**config.mk**
```make
export PLATFORM = sky130hd
export DESIGN_NAME = tmr_top
export DESIGN_NICKNAME = d
export VERILOG_FILES = /design/src/hdl/tmr_pkg.sv /design/src/hdl/tmr_buzzer.sv /design/src/hdl/tmr_prescaler.sv /design/src/hdl/tmr_top.sv
export SDC_FILE = /design/constraint.sdc
export NUM_CORES = 1
export LEC_CHECK = 0
export BUFFER_PORTS_ARGS = -buffer_cell sky130_fd_sc_hd__buf_2
export CORE_MARGIN = 2
export CORE_UTILIZATION = 63
export CTS_CLUSTER_DIAMETER = 100
export DETAILED_ROUTE_END_ITERATION = 6
export PLACE_DENSITY = 0.95
export SYNTH_ARGS = -nofsm -noshare
export SYNTH_HDL_FRONTEND = slang
export SYNTH_SLANG_ARGS = --single-unit
```
**constraint.sdc**
```tcl
create_clock -name CLOCK -period 6 [get_ports CLOCK]
set_input_delay 0.3 -clock CLOCK [delete_from_list [all_inputs] [get_ports CLOCK]]
set_output_delay 0.3 -clock CLOCK [all_outputs]
set_load 0.05 [all_outputs]
```
**src/hdl/tmr_pkg.sv**
```systemverilog
// constants for the down-counter, pwm and buzzer block
// assumes one 125 MHz clock that also serves as instruction clock
package tmr_pkg;
   localparam int CLK_MHZ = 125;
   // register byte offsets on the ahb-lite slave
   localparam logic [7:0] OFS_CTRL_A = 8'h00;
   localparam logic [7:0] OFS_CTRL_B = 8'h04;
   localparam logic [7:0] OFS_RLD_LO = 8'h08;
   localparam logic [7:0] OFS_HI_BITS = 8'h0c;
   localparam logic [7:0] OFS_DUTY_A = 8'h10;
   localparam logic [7:0] OFS_DUTY_B = 8'h14;
   localparam logic [7:0] OFS_CTRL_PB = 8'h18;
   localparam logic [7:0] OFS_DUTY_C = 8'h1c;
   localparam logic [7:0] OFS_DUTY_CH = 8'h20;
   localparam logic [7:0] OFS_CTRL_PC = 8'h24;
   localparam logic [7:0] OFS_BUZ = 8'h28;
   localparam logic [7:0] OFS_PS_VAL = 8'h2c;
   localparam logic [7:0] OFS_IRQ_FLAG = 8'h30;
   localparam logic [7:0] OFS_IRQ_EN = 8'h34;
   localparam logic [7:0] OFS_GIE = 8'h38;
   localparam logic [7:0] OFS_COUNT = 8'h3c;
   // field positions
   localparam int B_EN = 0;
   localparam int B_RELOAD = 1;
   localparam int B_ONESHOT = 2;
   localparam int B_POL = 6;
   localparam int B_OEN = 7;
   localparam int B_SRC = 5;
   localparam int B_EDGE = 4;
   localparam int B_PS_N = 3;
   localparam int B_UFLAG = 3;
   localparam int B_GIE = 0;
   localparam int B_BZ_SRC = 3;
   // reset values, counter constants and the ahb-lite nonseq transfer code
   localparam logic [7:0] CTRL_B_RST = 8'h08;
   localparam logic [9:0] WRAP_VAL = 10'h3ff;
   localparam logic [9:0] CNT_RST = 10'h3ff;
   localparam logic [1:0] HTRANS_NONSEQ = 2'h2;

   // merges upper two bits and low byte into a 10-bit value
   function automatic logic [9:0] join10(input logic [1:0] hi, input logic [7:0] lo);
      return {hi, lo};
   endfunction
endpackage

```
**src/hdl/tmr_buzzer.sv**
```systemverilog
// buzzer divider: square wave from one bit of a tick counter
// assumes tick is a one-cycle pulse; output held low while disabled
module tmr_buzzer
   import tmr_pkg::*;
(
   input wire logic clk,
   input wire logic rst,
   input wire logic en,
   input wire logic tick,
   input wire logic [2:0] sel,
   output logic tone
);
   logic [7:0] div_q;
   logic tone_q;

   assign tone = tone_q;

   always_ff @(posedge clk) begin
      if (rst || !en) begin
         div_q <= 8'h00;
         tone_q <= 1'b0;
      end else begin
         if (tick) begin
            div_q <= div_q + 8'h01;
         end
         // bit n toggles every 2^n ticks, a period of 2^(n+1)
         tone_q <= div_q[sel];
      end
   end
endmodule

```
**src/hdl/tmr_prescaler.sv**
```systemverilog
// prescaler: free binary counter, divided tick taken from its low bits
// assumes tick_in is a one-cycle pulse in the clock domain
module tmr_prescaler
   import tmr_pkg::*;
(
   input wire logic clk,
   input wire logic rst,
   input wire logic tick_in,
   input wire logic clear,
   input wire logic [2:0] rate,
   output logic [7:0] count,
   output logic tick_out
);
   logic [7:0] cnt_q;
   logic [7:0] mask;

   // rate n divides by 2^(n+1)
   assign mask = 8'((9'h2 << rate) - 9'h1);
   assign tick_out = tick_in && ((cnt_q & mask) == mask);
   assign count = cnt_q;

   always_ff @(posedge clk) begin
      if (rst || clear) begin
         cnt_q <= 8'h00;
      end else if (tick_in) begin
         cnt_q <= cnt_q + 8'h01;
      end
   end
endmodule

```
**src/hdl/tmr_top.sv**
```systemverilog
// 10-bit down-counter with prescaler, three pwm outputs and buzzer
// assumes ahb-lite single word transfers, pins synchronous to CLOCK
// How it works
// - counter decrements only while enable bit is set
// - source select picks external pin or instruction clock
// - edge select chooses falling or rising pin edges
// - prescaler divides 1:2 to 1:256 when its enable_n bit is 0
// - prescaler count is readable
// - one-shot mode counts down once to zero then stops
// - continuous reload mode restarts from stored initial value
// - continuous wrap mode restarts from 0x3ff
// - underflow sets flag; request needs flag, enable and global enable
// - flag stays set until software writes zero
// - pwm a enable drives pin 2 as output
// - pwm a polarity bit selects active low
// - pwm a duty zero never active, 0x3ff active 1023 clocks
// - pwm a duty high bits first, applied at next wrap
// - buzzer enable with pin config drives buzzer on pin 2
// - buzzer source is prescaler or counter underflow
// - buzzer divides its source 1:2 to 1:256
// - pwm b on pin 0 with enable and polarity
// - pwm b 10-bit duty applied at next wrap
// - pwm c on pin 1 with enable and polarity
// - pwm c duty high bits in own register, applied at wrap
// - reload value buffered, loaded at underflow outside one-shot mode, or at once if disabled
module tmr_top
   import tmr_pkg::*;
(
   input wire logic CLOCK,
   input wire logic SYS_RST,
   input wire logic HSEL,
   input wire logic [31:0] HADDR,
   input wire logic [1:0] HTRANS,
   input wire logic HWRITE,
   input wire logic [2:0] HSIZE,
   input wire logic [31:0] HWDATA,
   input wire logic HREADY,
   output logic HREADYOUT,
   output logic HRESP,
   output logic [31:0] HRDATA,
   input wire logic EXT_CLK_PIN,
   input wire logic BUZZER_PIN_CFG,
   output logic PIN0_OUT,
   output logic PIN0_OE,
   output logic PIN1_OUT,
   output logic PIN1_OE,
   output logic PIN2_OUT,
   output logic PIN2_OE,
   output logic IRQ_REQ
);
   typedef enum logic [2:0] {
      ST_IDLE = 3'b001,
      ST_RUN = 3'b010,
      ST_DONE = 3'b100
   } cnt_state_t;

   cnt_state_t st_q, st_d;
   logic [7:0] ctrl_a_q, ctrl_b_q, rld_lo_q, hi_q, duty_a_lo_q, duty_b_lo_q;
   logic [7:0] ctrl_pb_q, ctrl_pc_q, duty_c_lo_q, duty_ch_q, buz_q, ien_q;
   logic gie_q, uflag_q, pend_q;
   logic [9:0] cnt_q, cnt_d, reload_q;
   logic [9:0] act_a_q, act_b_q, act_c_q;
   logic [31:0] rdata_q;
   logic [7:0] wa_q;
   logic wr_q;
   logic ext_q1, ext_q2;
   logic pwm_a_q, pwm_b_q, pwm_c_q;

   // bus decode
   wire addr_ok = HSEL && HTRANS == HTRANS_NONSEQ && HREADY;
   wire wr_now = wr_q;
   wire [7:0] wd = HWDATA[7:0];
   wire w_ctrl_a = wr_now && wa_q == OFS_CTRL_A;
   wire w_ctrl_b = wr_now && wa_q == OFS_CTRL_B;
   wire w_rld_lo = wr_now && wa_q == OFS_RLD_LO;
   wire w_hi = wr_now && wa_q == OFS_HI_BITS;
   wire w_flag = wr_now && wa_q == OFS_IRQ_FLAG;

   // control fields
   wire en = ctrl_a_q[B_EN];
   wire one_shot = ctrl_a_q[B_ONESHOT];
   wire reload_sel = ctrl_a_q[B_RELOAD];
   wire src_sel = ctrl_b_q[B_SRC];
   wire edge_sel = ctrl_b_q[B_EDGE];
   wire ps_en_n = ctrl_b_q[B_PS_N];
   wire buz_en = buz_q[B_OEN] && BUZZER_PIN_CFG;
   wire [9:0] buf_a = join10(hi_q[1:0], duty_a_lo_q);
   wire [9:0] buf_b = join10(hi_q[3:2], duty_b_lo_q);
   wire [9:0] buf_c = join10(duty_ch_q[1:0], duty_c_lo_q);
   wire [9:0] new_reload = join10(hi_q[5:4], wd);

   // pin edge detect; pin is taken as synchronous so one stage suffices
   wire rise = ext_q1 && !ext_q2;
   wire fall = !ext_q1 && ext_q2;
   wire src_tick = src_sel ? (edge_sel ? fall : rise) : 1'b1;
   wire ps_tick;
   wire [7:0] ps_count;
   wire cnt_tick = ps_en_n ? src_tick : ps_tick;
   wire running = st_q == ST_RUN;
   // en gated here too: the state lags the enable bit by one cycle
   wire step = running && en && cnt_tick;
   wire underflow = step && cnt_q == 10'h000;
   wire ld_now = w_rld_lo && !en;

   tmr_prescaler u_ps (
      .clk(CLOCK),
      .rst(SYS_RST),
      .tick_in(src_tick),
      .clear(w_ctrl_b),
      .rate(ctrl_b_q[2:0]),
      .count(ps_count),
      .tick_out(ps_tick)
   );

   wire buz_tick = buz_q[B_BZ_SRC] ? underflow : ps_tick;
   wire tone;

   tmr_buzzer u_bz (
      .clk(CLOCK),
      .rst(SYS_RST),
      .en(buz_en),
      .tick(buz_tick),
      .sel(buz_q[2:0]),
      .tone(tone)
   );

   // next counter value and state
   always_comb begin
      st_d = st_q;
      cnt_d = cnt_q;
      unique case (st_q)
         ST_IDLE: begin
            if (en) begin
               st_d = ST_RUN;
            end
         end
         ST_RUN: begin
            if (!en) begin
               st_d = ST_IDLE;
            end else if (underflow && one_shot) begin
               st_d = ST_DONE;
            end
         end
         ST_DONE: begin
            // re-arm only by clearing the enable
            if (!en) begin
               st_d = ST_IDLE;
            end
         end
         default: st_d = ST_IDLE;
      endcase
      if (ld_now) begin
         cnt_d = new_reload;
      end else if (underflow) begin
         if (one_shot) begin
            cnt_d = 10'h000;
         end else if (reload_sel || pend_q) begin
            cnt_d = reload_q;
         end else begin
            cnt_d = WRAP_VAL;
         end
      end else if (step) begin
         cnt_d = cnt_q - 10'h001;
      end
   end

   // read mux sampled in the address phase
   logic [31:0] rmux;
   always_comb begin
      rmux = 32'h0000_0000;
      unique case (HADDR[7:0])
         OFS_CTRL_A: rmux[7:0] = ctrl_a_q;
         OFS_CTRL_B: rmux[7:0] = ctrl_b_q;
         OFS_RLD_LO: rmux[7:0] = rld_lo_q;
         OFS_HI_BITS: rmux[7:0] = hi_q;
         OFS_DUTY_A: rmux[7:0] = duty_a_lo_q;
         OFS_DUTY_B: rmux[7:0] = duty_b_lo_q;
         OFS_CTRL_PB: rmux[7:0] = ctrl_pb_q;
         OFS_DUTY_C: rmux[7:0] = duty_c_lo_q;
         OFS_DUTY_CH: rmux[7:0] = duty_ch_q;
         OFS_CTRL_PC: rmux[7:0] = ctrl_pc_q;
         OFS_BUZ: rmux[7:0] = buz_q;
         OFS_PS_VAL: rmux[7:0] = ps_count;
         OFS_IRQ_FLAG: rmux[B_UFLAG] = uflag_q;
         OFS_IRQ_EN: rmux[7:0] = ien_q;
         OFS_GIE: rmux[B_GIE] = gie_q;
         OFS_COUNT: rmux[9:0] = cnt_q;
         default: rmux = 32'h0000_0000;
      endcase
   end

   // ahb-lite: zero wait states, always okay
   assign HREADYOUT = 1'b1;
   assign HRESP = 1'b0;
   assign HRDATA = rdata_q;

   always_ff @(posedge CLOCK) begin
      if (SYS_RST) begin
         wr_q <= 1'b0;
         wa_q <= 8'h00;
         rdata_q <= 32'h0000_0000;
      end else begin
         wr_q <= addr_ok && HWRITE;
         wa_q <= HADDR[7:0];
         rdata_q <= (addr_ok && !HWRITE) ? rmux : 32'h0000_0000;
      end
   end

   // software registers
   always_ff @(posedge CLOCK) begin
      if (SYS_RST) begin
         ctrl_a_q <= 8'h00;
         ctrl_b_q <= CTRL_B_RST;
         rld_lo_q <= 8'h00;
         hi_q <= 8'h00;
         duty_a_lo_q <= 8'h00;
         duty_b_lo_q <= 8'h00;
         ctrl_pb_q <= 8'h00;
         duty_c_lo_q <= 8'h00;
         duty_ch_q <= 8'h00;
         ctrl_pc_q <= 8'h00;
         buz_q <= 8'h00;
         ien_q <= 8'h00;
         gie_q <= 1'b0;
      end else if (wr_now) begin
         if (w_ctrl_a) ctrl_a_q <= wd;
         if (w_ctrl_b) ctrl_b_q <= wd;
         if (w_rld_lo) rld_lo_q <= wd;
         if (w_hi) hi_q <= wd;
         if (wa_q == OFS_DUTY_A) duty_a_lo_q <= wd;
         if (wa_q == OFS_DUTY_B) duty_b_lo_q <= wd;
         if (wa_q == OFS_CTRL_PB) ctrl_pb_q <= wd;
         if (wa_q == OFS_DUTY_C) duty_c_lo_q <= wd;
         if (wa_q == OFS_DUTY_CH) duty_ch_q <= wd;
         if (wa_q == OFS_CTRL_PC) ctrl_pc_q <= wd;
         if (wa_q == OFS_BUZ) buz_q <= wd;
         if (wa_q == OFS_IRQ_EN) ien_q <= wd;
         if (wa_q == OFS_GIE) gie_q <= wd[B_GIE];
      end
   end

   // counter, reload buffer, active duties
   always_ff @(posedge CLOCK) begin
      if (SYS_RST) begin
         st_q <= ST_IDLE;
         cnt_q <= CNT_RST;
         reload_q <= 10'h000;
         pend_q <= 1'b0;
         act_a_q <= 10'h000;
         act_b_q <= 10'h000;
         act_c_q <= 10'h000;
         ext_q1 <= 1'b0;
         ext_q2 <= 1'b0;
      end else begin
         st_q <= st_d;
         cnt_q <= cnt_d;
         ext_q1 <= EXT_CLK_PIN;
         ext_q2 <= ext_q1;
         if (w_rld_lo) begin
            reload_q <= new_reload;
            pend_q <= en;
         end else if (underflow) begin
            pend_q <= 1'b0;
         end
         if (underflow) begin
            act_a_q <= buf_a;
            act_b_q <= buf_b;
            act_c_q <= buf_c;
         end
      end
   end

   // underflow flag: a new underflow beats a clearing write
   always_ff @(posedge CLOCK) begin
      if (SYS_RST) begin
         uflag_q <= 1'b0;
      end else if (underflow) begin
         uflag_q <= 1'b1;
      end else if (w_flag && !wd[B_UFLAG]) begin
         uflag_q <= 1'b0;
      end
   end

   assign IRQ_REQ = uflag_q && ien_q[B_UFLAG] && gie_q;

   // duty compare; duty must not exceed reload value, else pin stays active
   always_ff @(posedge CLOCK) begin
      if (SYS_RST) begin
         pwm_a_q <= 1'b0;
         pwm_b_q <= 1'b0;
         pwm_c_q <= 1'b0;
      end else begin
         pwm_a_q <= (cnt_q < act_a_q) ^ ctrl_a_q[B_POL];
         pwm_b_q <= (cnt_q < act_b_q) ^ ctrl_pb_q[B_POL];
         pwm_c_q <= (cnt_q < act_c_q) ^ ctrl_pc_q[B_POL];
      end
   end

   // pins; buzzer takes pin 2 over pwm a when both are on
   assign PIN2_OE = buz_en || ctrl_a_q[B_OEN];
   assign PIN2_OUT = buz_en ? tone : (ctrl_a_q[B_OEN] && pwm_a_q);
   assign PIN0_OE = ctrl_pb_q[B_OEN];
   assign PIN0_OUT = ctrl_pb_q[B_OEN] && pwm_b_q;
   assign PIN1_OE = ctrl_pc_q[B_OEN];
   assign PIN1_OUT = ctrl_pc_q[B_OEN] && pwm_c_q;

   hold_off_a: assert property (@(posedge CLOCK) disable iff (SYS_RST)
      (!en && !ld_now) |=> $stable(cnt_q))
      else $error("counter moved while disabled");
   inst_src_a: assert property (@(posedge CLOCK) disable iff (SYS_RST)
      (running && en && !src_sel && ps_en_n && cnt_q != 10'h000)
         |=> cnt_q == $past(cnt_q) - 10'h001)
      else $error("instruction clock tick missing");
   edge_sel_a: assert property (@(posedge CLOCK) disable iff (SYS_RST)
      (src_sel && edge_sel && $past(EXT_CLK_PIN, 2) && !$past(EXT_CLK_PIN)) |-> src_tick)
      else $error("falling pin edge not counted");
   ps_bypass_a: assert property (@(posedge CLOCK) disable iff (SYS_RST)
      ps_en_n |-> (cnt_tick == src_tick))
      else $error("prescaler not bypassed");
   ps_gate_a: assert property (@(posedge CLOCK) disable iff (SYS_RST)
      (!ps_en_n && !ps_tick && !ld_now) |=> $stable(cnt_q))
      else $error("counter stepped without prescaler tick");
   one_shot_a: assert property (@(posedge CLOCK) disable iff (SYS_RST)
      (underflow && one_shot && !ld_now) |=> (cnt_q == 10'h000 && st_q == ST_DONE))
      else $error("one-shot did not stop");
   reload_val_a: assert property (@(posedge CLOCK) disable iff (SYS_RST)
      (underflow && !one_shot && reload_sel && !w_rld_lo) |=> cnt_q == $past(reload_q))
      else $error("reload value not restored");
   wrap_val_a: assert property (@(posedge CLOCK) disable iff (SYS_RST)
      (underflow && !one_shot && !reload_sel && !pend_q && !w_rld_lo) |=> cnt_q == 10'h3ff)
      else $error("wrap did not restart at 0x3ff");
   flag_set_a: assert property (@(posedge CLOCK) disable iff (SYS_RST)
      underflow |=> uflag_q)
      else $error("underflow flag not set");
   flag_hold_a: assert property (@(posedge CLOCK) disable iff (SYS_RST)
      (uflag_q && !w_flag) |=> uflag_q)
      else $error("flag cleared without write");
   duty_apply_a: assert property (@(posedge CLOCK) disable iff (SYS_RST)
      (!underflow && !w_hi) ##1 underflow |=> act_a_q == $past(buf_a))
      else $error("duty not applied at wrap");
endmodule

```
# Yosys cells after proc, flatten, opt, wreduce, memory -nomap -nowiden
# Index checks and enable logic that the tools add are counted.
[classes]
add_sub_neg = 4
magnitude_cmp = 4
eq_ne = 36
shift = 1
n_mux = 25
bitwise_logic = 6
reduce_logical = 56
[op_table]
columns = ["cell", "count"]
rows = [
  ["8-bit by 6-bit equality test with 1-bit output, second input constant", 14],
  ["8-bit by 5-bit equality test with 1-bit output, second input constant", 8],
  ["4-bit one-hot mux with 14 select lines", 1],
  ["10-bit two-way mux", 5],
  ["8-bit by 4-bit equality test with 1-bit output, second input constant", 4],
  ["10-bit < comparator", 3],
  ["1-bit one-hot mux with 15 select lines", 2],
  ["2-bit one-hot mux with 14 select lines", 1],
  ["2-bit AND reduction", 13],
  ["1-bit logical AND", 24],
  ["8-bit by 1-bit adder with 8-bit output, second input constant", 2],
  ["8-bit by 3-bit equality test with 1-bit output, second input constant", 2],
  ["8-bit logical NOT", 2],
  ["3-bit two-way mux", 4],
  ["10-bit logical NOT", 1],
  ["1-bit two-way mux", 10],
  ["10-bit by 1-bit subtractor with 10-bit output, second input constant", 1],
  ["3-bit one-hot mux with 3 select lines", 1],
  ["8-bit AND", 1],
  ["8-bit equality test", 1],
  ["2-bit by 3-bit left shift with 8-bit output, first input constant", 1],
  ["8-bit by 1-bit subtractor with 8-bit output, second input constant", 1],
  ["1-bit logical NOT", 6],
  ["1-bit logical OR", 4],
  ["other kinds (15)", 20],
]
[word_totals]
regBits = 215
inputBits = 76
elab_cells = 166

# Longest topological paths before layout
[logic_depth]
depth_word = 12
mapped_depth = 13
mapped_depth_nobuf = 10

# Modules after synthesis
# Synthesis repeated with hierarchy kept, for this count alone.
[unflattened]
hier_cells = 1068
hier_area_um2 = 9660.5
[modules_own_cells]
columns = ["module", "n_inst", "cells_per_inst", "area_each_um2", "seq_area_each_um2"]
rows = [
  ["tmr_top", 1, 961, 8723.4, 3523.4],
  ["tmr_prescaler", 1, 61, 503.0, 160.2],
  ["tmr_buzzer", 1, 46, 434.2, 180.2],
]

# Least setup slack after synthesis
# OpenSTA, ideal clock, no wires.
[synth_timing]
kind = "reg2reg"
start = "register ctrl_b_q[1]"
end = "register st_q[1]"
arrival_time_ns = 2.473
setup_slack_ns = 3.409
path_stages_with_launch = 12
n_path_buf = 2
period_less_slack_ns = 2.591
cell_sequence = "dfxtp_1 buf_2 nor3_1 inv_1 ha_1 o221ai_1 or4b_1 o31ai_4 and2_1 buf_4 a21oi_1 o2111a_1"
[synth_via]
elab_chain_cells = 11
[synth_lines]
columns = ["element", "line_no", "text"]
rows = [
  ["from (decl)", "tmr_top.sv:58", "logic [7:0] ctrl_a_q, ctrl_b_q, rld_lo_q, hi_q, duty_a_lo_q, duty_b_lo_q;"],
  ["from (signal assigned)", "tmr_top.sv:227", "if (w_ctrl_b) ctrl_b_q <= wd;"],
  ["2-bit by 3-bit left shift with 8-bit output (*)", "tmr_prescaler.sv:18", "assign mask = 8'((9'h2 << rate) - 9'h1);"],
  ["8-bit by 1-bit subtractor with 8-bit output (*)", "tmr_prescaler.sv:18", ""],
  ["8-bit AND", "tmr_prescaler.sv:19", "assign tick_out = tick_in && ((cnt_q & mask) == mask);"],
  ["8-bit equality test (*)", "tmr_prescaler.sv:19", ""],
  ["1-bit logical AND (*)", "tmr_prescaler.sv:19", ""],
  ["1-bit two-way mux (*)", "tmr_top.sv:98", "wire cnt_tick = ps_en_n ? src_tick : ps_tick;"],
  ["1-bit logical AND (*)", "tmr_top.sv:101", "wire step = running && en && cnt_tick;"],
  ["1-bit logical AND (*)", "tmr_top.sv:102", "wire underflow = step && cnt_q == 10'h000;"],
  ["1-bit logical AND (*)", "tmr_top.sv:140", "end else if (underflow && one_shot) begin"],
  ["3-bit by 2-bit inequality test with 1-bit output (no line) (*)", "n/a", ""],
  ["3-bit AND reduction (no line) (*)", "n/a", ""],
  ["to (signal assigned)", "tmr_top.sv:255", "st_q <= st_d;"],
  ["to (decl)", "tmr_top.sv:57", "cnt_state_t st_q, st_d;"],
]
# Every way passes the cells marked *; elsewhere a longest branch is shown, timed or not.
# A chain may end at the register's enable or synchronous reset.

# Worst setup path after layout
[layout_timing]
start = "register ctrl_b_q[0]"
end = "register cnt_q[3]"
[layout_via]
elab_chain_cells = 10
elab_cells_between_ends = 11
classes_between = "add/sub (1); eq/ne (1); shift (1); mux (3); bitwise (1); reduce/logical (4)"
[layout_lines]
columns = ["element", "line_no", "text"]
rows = [
  ["2-bit by 3-bit left shift with 8-bit output (*)", "tmr_prescaler.sv:18", ""],
  ["8-bit by 1-bit subtractor with 8-bit output (*)", "tmr_prescaler.sv:18", ""],
  ["8-bit AND", "tmr_prescaler.sv:19", ""],
  ["8-bit equality test (*)", "tmr_prescaler.sv:19", ""],
  ["1-bit logical AND (*)", "tmr_prescaler.sv:19", ""],
  ["1-bit two-way mux (*)", "tmr_top.sv:98", ""],
  ["1-bit logical AND (*)", "tmr_top.sv:101", ""],
  ["1-bit logical AND", "tmr_top.sv:102", ""],
  ["10-bit two-way mux", "tmr_top.sv:154", "end else if (underflow) begin"],
  ["10-bit two-way mux", "tmr_top.sv:152", "if (ld_now) begin"],
  ["to (signal assigned)", "tmr_top.sv:256", "cnt_q <= cnt_d;"],
  ["to (decl)", "tmr_top.sv:61", "logic [9:0] cnt_q, cnt_d, reload_q;"],
]
# Marked as above.

==> key figures <==
Setup path
  • Worst EP required: about 6300 ps
  • Flop-to-flop setup slack: approximately 2400 ps
  • Reg2Reg Depth: 9
  • Reg-to-Reg Start: ctrl_b_q[0]
  • CP arrival: ~3900 ps
  • Critical-path maximum fanout: 34
  • CP endpoint kind: register
  • Setup crit start: ctrl_b_q[0]
  • Reg2reg end: cnt_q[3]
  • CP Capture Point: cnt_q[3]
  • Setup Crit Path Kind: register to register
  • Startpoint Class: register

Yosys
  • Biggest area consumer among synthesized cells: dfxtp_1
  • Ys async rst share: 0%
  • Sequential area share after synthesis: around two fifths
  • Area contributors post-synth: dfxtp_1 (41%), mux2i_1 (12%), nor2_1 (7.3%)
  • Share of the synthesized area in the top cell type: between 40% and 50%
  • Syn Inst Count: 1052
  • Post-synthesis adder-cell area fraction: approximately 4.3%
  • Synth Warn #: 0
  • EDFF count, synth: 0
  • Synth Area per Inst: roughly 8.6 sq um
  • Cell variety after synth: between 60 and 70
  • Largest family of logic cells by synthesized area: simple AND/OR/NAND/NOR gates
  • Compound-cell area share of the yosys netlist: between 10% and 20%
  • Seq cells post-synth: ~190
  • Post-synthesis simple-gate area fraction: just under 20%
  • Synth Flop Type: dfxtp_1
  • Mux cell area share after synthesis: 14.5%
  • Xor/xnor share of the synthesized area: under 10%
  • Mapped cell area: 9060 sq um

Hold path
  • HP Class: input port to register
  • Hold depth: 2

Layout
  • Post-route insts no fill: between 1000 and 1500
  • Area Overhead vs Synth: 9.27%
  • FILL cells: 1016
  • Final net count: approximately 1200
  • Design Area, Final: between 9000 and 10000 sq um
  • Share of cells above drive strength 1: approximately a tenth
  • ANT cells: 0

Global routing
  • Largest net degree at the start of global routing: 92
  • Vias in the first global route: around 7700
  • Antenna violations before repair: 0
  • Total GRT Usage: around a third
  • Residual overflow from global routing: 0
  • First-pass GRT wire length: 40200 microns

Routing
  • Avg WL per Cell: between 20 and 25 microns
  • 1st-iter DRT viols: 1227
  • DRT Pass-1 Iters: 7
  • Post-route antenna net violation count: 0
  • Routed via count: around 8000
  • Via density: roughly 6.4
  • Drt total wl: 26100 microns
  • DRC Markers: 6

STA
  • Slew margin rel.: between 10 and 15%
  • Tmin final: roughly 3600 ps
  • Worst Skew: a little over 8 ps
  • Hold Fails Final Rpt: 0
  • Slew Viols, Final: 0
  • RSZ-0062 raised after global routing: no
  • Final Setup Violations: 0
  • Peak Freq: 279 MHz
  • Setup TNS: 0 ps
  • Final setup margin: between 2000 and 2500 ps
  • Fin crit share: slightly below 60%
  • Worst-margin pin slew: 1330 ps

Die
  • Ports: 117
  • Die width: roughly 120 microns
  • Die height: 124 microns
  • Core area: about 14000 sq um
  • Rows: 43
  • Die area: approximately 15000 sq um
  • Initial core utilization: between 60 and 70%

Place
  • IO Port Bufs: between 40 and 50
  • Pre-CTS setup slack: 2660 ps
  • GPL Wtd Cong: between 0.9 and 1
  • Post-DP HPWL: about 17000 microns
  • Area after DPL: between 9000 and 10000 sq um
  • Placed Cells: between 1000 and 1500

Pwr
  • Power Dens Cells: 263 nW/um^2
  • Leakage: 3.79 nW
  • VDD IR max: 0.257 mV
  • Total power: 2.60 mW

CTS
  • Post-CTS Setup Bufs: 0
  • Clock latency at the later pin of the worst-skew pair: around 440 ps
  • CTS max path bufs: 2
  • Clk sink count: ~190
  • Clk root buf: clkbuf_16
  • CTS tree: done
  • Cts hold-fix bufs: 0
  • Clk pin slew, worst setup/hold paths: about 60 ps
  • H-tree Lvls: 4
  • Total CTS buffers: 17
  • Post-CTS sizing: 0

Flow run
  • Max_cap viols: 0

Status
  • Status: finished, violations left
  • Failing checks: DRC
worst min path at each step:
| stage | startpoint | slack [ps] | endpoint |
|---|---|---|---|
| after floorplan | HWRITE | 420 | wr_now |
| after detailed placement | act_b_q[6] | 450 | act_b_q[6] |
| after global routing | EXT_CLK_PIN | 80 | ext_q1 |
| after CTS | EXT_CLK_PIN | 70 | ext_q1 |
| after global placement | act_b_q[0] | 440 | act_b_q[0] |
| final | EXT_CLK_PIN | 80 | ext_q1 |
Yosys cell counts (13+ instances only):
| cell | number |
|---|---|
| a22oi_1 | 18 |
| a21oi_1 | 59 |
| nand2_1 | 109 |
| nor2b_1 | 15 |
| o21ai_0 | 30 |
| dfxtp_1 | 185 |
| xor2_1 | 13 |
| mux2i_1 | 111 |
| ha_1 | 31 |
| nor3_1 | 22 |
| nor2_1 | 177 |
| clkbuf_1 | 42 |
| inv_1 | 36 |
| nand3_1 | 18 |
| buf_4 | 25 |
where the power goes:
part           switching [mW]  internal, mW
Sequential            0.00530          1.23
Combinational           0.106        0.0252
Clock                   0.464         0.767
Total                   0.575          2.03
layer usage:
layer  track usage, %  vias to the layer above  routed length (microns)
met1             44.4                     3769                     9930
li1                 -                     3626                        -
met4             20.5                        0                     1530
met5                0                        -                        0
met3             10.3                      120                     3150
met2             53.3                      534                    11400
through the flow:
stage | hold slack [ps] | util [%]
floorplan | 422 | -
global placement | 442 | 66.2
detailed placement | 447 | 66.2
CTS | 65.7 | 70.8
global route | 80.7 | 70.8
finish | 75.7 | 70.8
placed cells by master, fill, tap and decap left out, drive strengths merged, types with 7 or more instances in the layout:
master and instances:
o21ai 31, a222oi 9, conb 24, nor3 22, inv 36, and2 10, a21o 8, mux2i 111
nor2 177, nand3 18, buf 51, clkbuf 22, nand2 109, a21oi 59, xor2 13, and3 7
nor2b 15, a22oi 18, o22ai 9, ha 31, nand2b 12, dfxtp 185, nand4 8
registers in the layout, indices dropped and copies added (netlist names), 10 cells and up:
signal / count
act_b_q: 10
cnt_q: 10
HRDATA: 10
act_a_q: 10
act_c_q: 10
final cells by class:
class                      instances  area, sq um  share of cell area (%)
sequential                       185         3700                    37.4
inverter                          36          135                    1.36
clock buffer                      22          474                    4.79
clock inverter                     8          168                    1.69
multi-input combinational        774         4910                    49.6
tap                              180          225                    2.27
timing repair buffer              51          283                    2.86
kinds of logic (layout without fill, tap and decap cells):
group           after synthesis  count (layout)
simple gates                404             404
flops                       185             185
compound gates              176             176
mux                         123             123
buf+inv                     115             117
fa+ha+maj                    31              31
xor+xnor                     16              16
other cells                   2              24
worst max-delay path, cell delays in order, from the launching register on:
cell      delay [ps]
dfxtp_1          410
nor3_1           330
inv_1             90
ha_1             300
o221ai_1         150
or4b_1           590
o31ai_4          700
nand2_1          160
buf_4            290
o311ai_0         420
(Power assumes the default switching activity.)
